## config.mk

```make
export PLATFORM = sky130hd
export DESIGN_NAME = dwc_top
export DESIGN_NICKNAME = d
export VERILOG_FILES = /design/src/dwc_pkg.sv /design/src/dwc_top.sv /design/src/dwc_match.sv
export VERILOG_INCLUDE_DIRS = /design/src
export SDC_FILE = /design/constraint.sdc
export NUM_CORES = 1
export LEC_CHECK = 0
export BUFFER_PORTS_ARGS = -buffer_cell sky130_fd_sc_hd__buf_2
export CELL_PAD_IN_SITES_DETAIL_PLACEMENT = 1
export CELL_PAD_IN_SITES_GLOBAL_PLACEMENT = 2
export CORE_UTILIZATION = 34
export DETAILED_ROUTE_END_ITERATION = 16
export MAX_ROUTING_LAYER = met4
export PLACE_DENSITY_LB_ADDON = 0.05
export SYNTH_ARGS = -nofsm -noshare
export SYNTH_HDL_FRONTEND = slang
export SYNTH_SLANG_ARGS = --single-unit
```

## constraint.sdc

```tcl
create_clock -name sys_clk -period 2 [get_ports sys_clk]
set_clock_uncertainty 0.2 [all_clocks]
set_input_delay 0.2 -clock sys_clk [delete_from_list [all_inputs] [get_ports sys_clk]]
set_output_delay 0.2 -clock sys_clk [all_outputs]
set_load 0.01 [all_outputs]
```

## src/dwc_params.svh

```systemverilog
/*
 * constants of the debug watchpoint control block: register offsets,
 * field positions, reset values.
 * assumes inclusion by bare name; definitions only.
 */
`ifndef DWC_PARAMS_SVH
`define DWC_PARAMS_SVH

`define DWC_ADDR_W        4
`define DWC_OFS_CTL       4'h0
`define DWC_OFS_ADDR_LOW  4'h1
`define DWC_OFS_DATA      4'h2
`define DWC_OFS_STATUS    4'h3
`define DWC_OFS_IRQ_STAT  4'h4
`define DWC_OFS_IRQ_CLR   4'h5
`define DWC_OFS_IRQ_EN    4'h6
`define DWC_OFS_DBG_CTL   4'h7

`define DWC_BIT_WRITE_EN  7
`define DWC_BIT_READ_EN   6
`define DWC_BIT_DATA_EN   5
`define DWC_BIT_RSVD      4
`define DWC_BIT_DEBUG_MODE_FLAG   7
`define DWC_BIT_RPFLAG    0
`define DWC_IRQ_BREAK     0
`define DWC_IRQ_IGNORED   1

`define DWC_CTL_RESET     8'h00
`define DWC_BYTE_RESET    8'h00
`define DWC_IRQ_W         2

`endif

```

## src/dwc_pkg.sv

```systemverilog
/*
 * types of the debug watchpoint control block.
 * assumes dwc_params.svh is in the include path.
 */
`include "dwc_params.svh"

package dwc_pkg;
	typedef struct packed
	{
		logic        valid;
		logic        write;
		logic [11:0] addr;
		logic [7:0]  data;
	} dwc_access_type;

	typedef struct packed
	{
		logic [`DWC_ADDR_W-1:0] addr;
		logic [7:0]             wdata;
		logic                   wr;
		logic                   rd;
	} dwc_bus_type;

	typedef enum logic [0:0]
	{
		DWC_RUN   = 1'b0,
		DWC_DEBUG = 1'b1
	} dwc_mode_type;
endpackage

```

## src/dwc_top.sv

```systemverilog
/*
 * debug watchpoint control: watch register, low address and data bytes,
 * read protect status, debug mode flag, sticky event interrupt.
 * assumes the cpu access and register port are synchronous to sys_clk
 * and that the read protect option is a stable level.
 */
// Behaviour
// - read protect blocks setting the break enables
// - bit 7 arms break on writes
// - bit 6 arms break on reads
// - bit 5 requires data equality to break
// - data match matters only with an enable
// - low nibble plus low byte form address
// - status flag shows read protect active
// - status reserved bits read as zero
// - watchpoint break sets debug mode flag
`timescale 1ns/100ps
`include "dwc_params.svh"

module dwc_top
(
	input  wire logic                    sys_clk,        // system clock, 250 MHz
	input  wire logic                    resetn,         // async reset, low active
	input  wire dwc_pkg::dwc_bus_type    bus,            // register port request
	output logic [7:0]                   rdata,          // read data, cycle after read
	input  wire dwc_pkg::dwc_access_type cpu_acc,        // cpu register file access
	input  wire logic                    read_protect_option, // 0 means protected
	input  wire logic                    debug_exit,     // host leaves debug mode
	output logic                         debug_mode_flag,// in debug mode
	output logic                         watch_break,    // break pulse to cpu
	output logic                         irq             // level interrupt
);
	import dwc_pkg::*;

	logic [7:0]            ctl_r;
	logic [7:0]            addr_low_r;
	logic [7:0]            data_r;
	logic [7:0]            rdata_r;
	logic [`DWC_IRQ_W-1:0] irq_stat_r;
	logic [`DWC_IRQ_W-1:0] irq_en_r;
	logic                  irq_r;
	logic                  brk_r;
	dwc_mode_type          mode_r;
	dwc_mode_type          mode_nxt;
	logic [7:0]            ctl_nxt;
	logic [7:0]            rdata_nxt;
	logic [`DWC_IRQ_W-1:0] irq_stat_nxt;

	wire       protect;
	wire       hit;
	wire       wr_ctl;
	wire       wr_low;
	wire       wr_data;
	wire       wr_clr;
	wire       wr_en;
	wire       wr_dbg;
	wire [7:0] status_val;
	wire [7:0] dbg_val;
	wire [7:0] lock_mask;
	wire       ignored;
	wire [`DWC_IRQ_W-1:0] events;

	function automatic logic sel(input logic [`DWC_ADDR_W-1:0] a,
		input logic [`DWC_ADDR_W-1:0] ofs);
		sel = (a == ofs);
	endfunction

	// option bit programmed to 0 means protection is on
	assign protect = ~read_protect_option;

	assign wr_ctl  = bus.wr & sel(bus.addr, `DWC_OFS_CTL);
	assign wr_low  = bus.wr & sel(bus.addr, `DWC_OFS_ADDR_LOW);
	assign wr_data = bus.wr & sel(bus.addr, `DWC_OFS_DATA);
	assign wr_clr  = bus.wr & sel(bus.addr, `DWC_OFS_IRQ_CLR);
	assign wr_en   = bus.wr & sel(bus.addr, `DWC_OFS_IRQ_EN);
	assign wr_dbg  = bus.wr & sel(bus.addr, `DWC_OFS_DBG_CTL);

	// under protection an enable may be cleared but not set
	assign lock_mask = protect ? 8'h1f : 8'hff;
	assign ctl_nxt = wr_ctl ? ((bus.wdata & lock_mask) | (bus.wdata & ctl_r & ~lock_mask))
		: ctl_r;
	assign ignored = wr_ctl & protect & (|(bus.wdata & ~ctl_r & ~lock_mask));

	// bit 4 is stored as written; software keeps it at zero

	assign status_val = {7'h00, protect};
	assign dbg_val = {mode_r == DWC_DEBUG, 7'h00};

	assign events = {ignored, hit};
	// set wins over a clear in the same cycle
	assign irq_stat_nxt = (irq_stat_r & ~(wr_clr ? bus.wdata[`DWC_IRQ_W-1:0] : 2'h0))
		| events;

	// host may leave debug mode via debug control bit 7 written as 0
	assign mode_nxt = hit ? DWC_DEBUG
		: ((debug_exit | (wr_dbg & ~bus.wdata[`DWC_BIT_DEBUG_MODE_FLAG])) ? DWC_RUN : mode_r);

	assign rdata_nxt = !bus.rd ? 8'h00
		: sel(bus.addr, `DWC_OFS_CTL)      ? ctl_r
		: sel(bus.addr, `DWC_OFS_ADDR_LOW) ? addr_low_r
		: sel(bus.addr, `DWC_OFS_DATA)     ? data_r
		: sel(bus.addr, `DWC_OFS_STATUS)   ? status_val
		: sel(bus.addr, `DWC_OFS_IRQ_STAT) ? {6'h00, irq_stat_r}
		: sel(bus.addr, `DWC_OFS_IRQ_EN)   ? {6'h00, irq_en_r}
		: sel(bus.addr, `DWC_OFS_DBG_CTL)  ? dbg_val
		: 8'h00;

	dwc_match u_match
	(
		.sys_clk    (sys_clk),
		.resetn     (resetn),
		.acc        (cpu_acc),
		.wr_en      (ctl_r[`DWC_BIT_WRITE_EN]),
		.rd_en      (ctl_r[`DWC_BIT_READ_EN]),
		.dm_en      (ctl_r[`DWC_BIT_DATA_EN]),
		.watch_addr ({ctl_r[3:0], addr_low_r}),
		.watch_data (data_r),
		.hit        (hit)
	);

	always_ff @(posedge sys_clk or negedge resetn)
	begin
		if (!resetn)
		begin
			ctl_r      <= `DWC_CTL_RESET;
			addr_low_r <= `DWC_BYTE_RESET;
			data_r     <= `DWC_BYTE_RESET;
		end
		else
		begin
			ctl_r <= ctl_nxt;
			if (wr_low)
				addr_low_r <= bus.wdata;
			if (wr_data)
				data_r <= bus.wdata;
		end
	end

	always_ff @(posedge sys_clk or negedge resetn)
	begin
		if (!resetn)
		begin
			irq_stat_r <= 2'h0;
			irq_en_r   <= 2'h0;
			irq_r      <= 1'b0;
			rdata_r    <= 8'h00;
		end
		else
		begin
			irq_stat_r <= irq_stat_nxt;
			if (wr_en)
				irq_en_r <= bus.wdata[`DWC_IRQ_W-1:0];
			irq_r   <= |(irq_stat_nxt & (wr_en ? bus.wdata[`DWC_IRQ_W-1:0] : irq_en_r));
			rdata_r <= rdata_nxt;
		end
	end

	always_ff @(posedge sys_clk or negedge resetn)
	begin
		if (!resetn)
		begin
			mode_r <= DWC_RUN;
			brk_r  <= 1'b0;
		end
		else
		begin
			mode_r <= mode_nxt;
			brk_r  <= hit;
		end
	end

	always_comb
	begin
		case (mode_r)
			DWC_RUN:   debug_mode_flag = 1'b0;
			DWC_DEBUG: debug_mode_flag = 1'b1;
			default:   debug_mode_flag = 1'b0;
		endcase
	end

	assign rdata       = rdata_r;
	assign watch_break = brk_r;
	assign irq         = irq_r;
endmodule

```

## src/dwc_match.sv

```systemverilog
/*
 * registered comparator that decides whether one register file access
 * hits the armed watchpoint.
 * assumes the access and the watch setup are synchronous to sys_clk.
 */
`timescale 1ns/100ps

module dwc_match
	import dwc_pkg::*;
(
	input  wire logic           sys_clk,      // system clock
	input  wire logic           resetn,       // async reset, low active
	input  wire dwc_access_type acc,          // access seen this cycle
	input  wire logic           wr_en,        // break on write armed
	input  wire logic           rd_en,        // break on read armed
	input  wire logic           dm_en,        // data match required
	input  wire logic [11:0]    watch_addr,   // full watched address
	input  wire logic [7:0]     watch_data,   // watched data value
	output logic                hit           // one-cycle hit pulse
);
	wire type_ok;
	wire addr_ok;
	wire data_ok;
	wire hit_nxt;

	assign type_ok = acc.valid & (acc.write ? wr_en : rd_en);
	assign addr_ok = (acc.addr == watch_addr);
	// data match only narrows a hit already enabled by type
	assign data_ok = ~dm_en | (acc.data == watch_data);
	assign hit_nxt = type_ok & addr_ok & data_ok;

	always_ff @(posedge sys_clk or negedge resetn)
	begin
		if (!resetn)
			hit <= 1'b0;
		else
			hit <= hit_nxt;
	end
endmodule

```

==> metrics.cfg <==
[placement]
place_congestion = 0.811
port_buffers = 50
hpwl_um = 4020

[pwr]
p_seq_share_pct = 52.4
p_leak_uw = 0.00123
pwr_density_cell_mw_per_mm2 = 821
switchingPower_uw = 608
p_comb_share_pct = 23.3
pwr-share-clk_pct = 24.4
vdd_ir_drop_max_v = 0.000496
p_sw_share_pct = 29.6
intPower_uw = 1440
p_total_uw = 2050

[detailed_routing]
drtAntennaViolNets = 0
routedWlPerCell_um = 17.6
drtIter0Drc = 24
drc = 0
vias = 1523
first_pass_iters = 4
via_per_inst = 5.01
wirelength_um = 5340

[die]
dieArea_sq_mm = 0.00618
dieWidth_um = 78.6
placementRows = 27
initial_core_util_pct = 35.8
boundaryPins = 51
core_sq_mm = 0.00557
die_height_um = 78.6

[worst_setup_path]
cp-end-kind = flip-flop
worst-endpoint-arrival_ns = 1.87
startpoint_type = input pin
worstSetupPathType = input pin to flip-flop
crit_required_ns = 1.98
crit_path_max_fanout = 4

[timing]
setup_tns_ns = 0
tightest_slew_ns = 0.648
rsz0062_at_grt = false
setup_viol = 0
hold_viol = 0
fin_crit_ns = 1.89
max_freq_mhz = 530
maxSlewHeadroom_pct = 56.8
final.period_utilization_pct = 94.4
final_max_slew_viol_count = 0

[cells_and_area]
fill_cells = 634
drive_gt1_share_pct = 39.7
antenna_cells = 0
multi_input_area_sq_um = 946
syn_to_final_growth_pct = 25.4
area.sequential_sq_mm = 0.00100
num-nets-final = 272
final_cell_mix = 50 x buf_2, 40 x dfrtp_1, 22 x mux2_2
final_common_cell = buf_2

[clock_tree]
cts_sinks = 40
numCtsBuffers = 5
cts_tree = done
clkSlewWorstSetupHoldPaths_ns = 0.07
ctsResizeCount = 0
cts.htree.levels = 2
ctsRootBufferMaster = clkbuf_8
clock_path_buffers = 2
clk_latency_ns = 0.29

[synthesis]
ys_types = 34
synth_edf_count = 0
syn-num-nets = 208
synth.avg_cell_area_sq_um = 11.9
synth-async-reset-ratio_pct = 100
synthCells = 168
syn-cell-area_sq_mm = 0.00199
synth_seq_area_share_pct = 50.2
synth-seq-cells = 40
yosysWarnings = 0
synth_ff_type = dfrtp_1

[global_routing]
antenna_found_initial = 0
overflow = 0
grt_pass1_wl_um = 8900
grt_pass1_vias = 1680
grt_max_degree = 41
grt_use_total_pct = 20.1

[run_status]
status = finished clean

[worst_hold_path]
min_path_type = input pin to flip-flop

[flow_run]
drv_cap = 0

worst max-delay path: stages:
cell	delay (ns)
dlygate4sd3_1	0.53
buf_2	0.14
a222oi_1	0.62
o32ai_4	0.17
a22o_1	0.20
worst paths after layout:
check / startpoint / to / slack, ns / cells past startpoint
hold / removal: cpu_acc[14] / u_match.hit / 0.009 / 4
hold reg to reg: u_match.hit / watch_break / 0.27 / 0
max in group asynchronous: resetn / addr_low_r[1] / 0.93 / 3
min in group asynchronous: resetn / watch_break / 0.31 / 3
setup / recovery: bus[8] / irq / 0.11 / 5
setup reg to reg: ctl_r[6] / irq / 0.27 / 4
power by group through the flow:
stage / logic (uW) / clock network (uW) / registers, uW
finish: 477 / 500 / 1080
global route: 534 / 566 / 1100
CTS: 483 / 527 / 1080
detailed placement: 469 / 0 / 1090
global placement: 459 / 0 / 1090
floorplan: 316 / 0 / 1050
per-stage QoR:
step	cell area [sq um]	std cells	util (%)	hold WS (ns)	worst slack, ns
CTS	2500	304	44.9	0.00900	0.111
global route	2500	304	44.9	0.0203	0.0359
floorplan	1990	168	-	-0.296	0.480
global placement	2340	289	42.0	0.0891	0.264
detailed placement	2340	289	42.0	0.114	0.218
finish	2500	304	44.9	0.00875	0.112
area by class of cell:
class                      instances  share of cell area (%)
tap                               72                    3.60
clock buffer                       6                    2.90
timing repair buffer              63                    14.7
sequential                        40                    40.0
inverter                           5                   0.750
multi-input combinational        117                    37.8
clock inverter                     1                   0.200
sequential cells by signal (all words and copies together), names as in the netlist:
register / cells
addr_low_r: 8
ctl_r: 8
data_r: 8
irq: 1
irq_en_r: 2
irq_stat_r: 2
mode_r: 1
rdata: 8
u_match.hit: 1
watch_break: 1
layer usage:
layer	GRT usage (%)	wire, um	share of wire, %	up-vias
met5	-	0	0	-
met2	31.3	2530	47	36
met4	6.48	56	1.0	0
met3	4.19	223	4.2	7
met1	26.2	2520	47	758
li1	-	-	-	722
Yosys cell counts (2+ instances only):
cell,number,share of area (%)
a211oi_1,2,0.75
a21oi_1,8,2.0
and3_1,2,0.63
and3b_4,2,1.3
buf_2,5,1.3
dfrtp_1,40,50
inv_1,5,0.94
mux2_2,22,12
mux2i_1,10,5.0
nand2_1,2,0.38
nand2_2,2,0.63
nand2b_1,2,0.63
nand3_1,3,0.75
nor2_1,14,2.6
nor3_1,3,0.75
nor4_1,6,1.9
o21ai_0,3,0.75
o22a_1,3,1.3
xor2_1,19,8.3
what timing repair did:
item                      in CTS  in global routing
hold buffers                   8                  0
setup buffers                  0                  0
hold endpoints to repair      57                  0
logic make-up (layout without fill, tap and decap cells):
family	count (synthesis)	in the layout	synth area share (%)
AOI/OAI and AO/OA	22	22	8.28
muxes	33	33	18.2
DFF	40	40	50.2
and+or+nand+nor	42	42	12.2
buffers and inverters	11	75	2.38
xor gates and xnor gates	20	20	8.78
No activity file was read; power rests on OpenSTA's default activity.
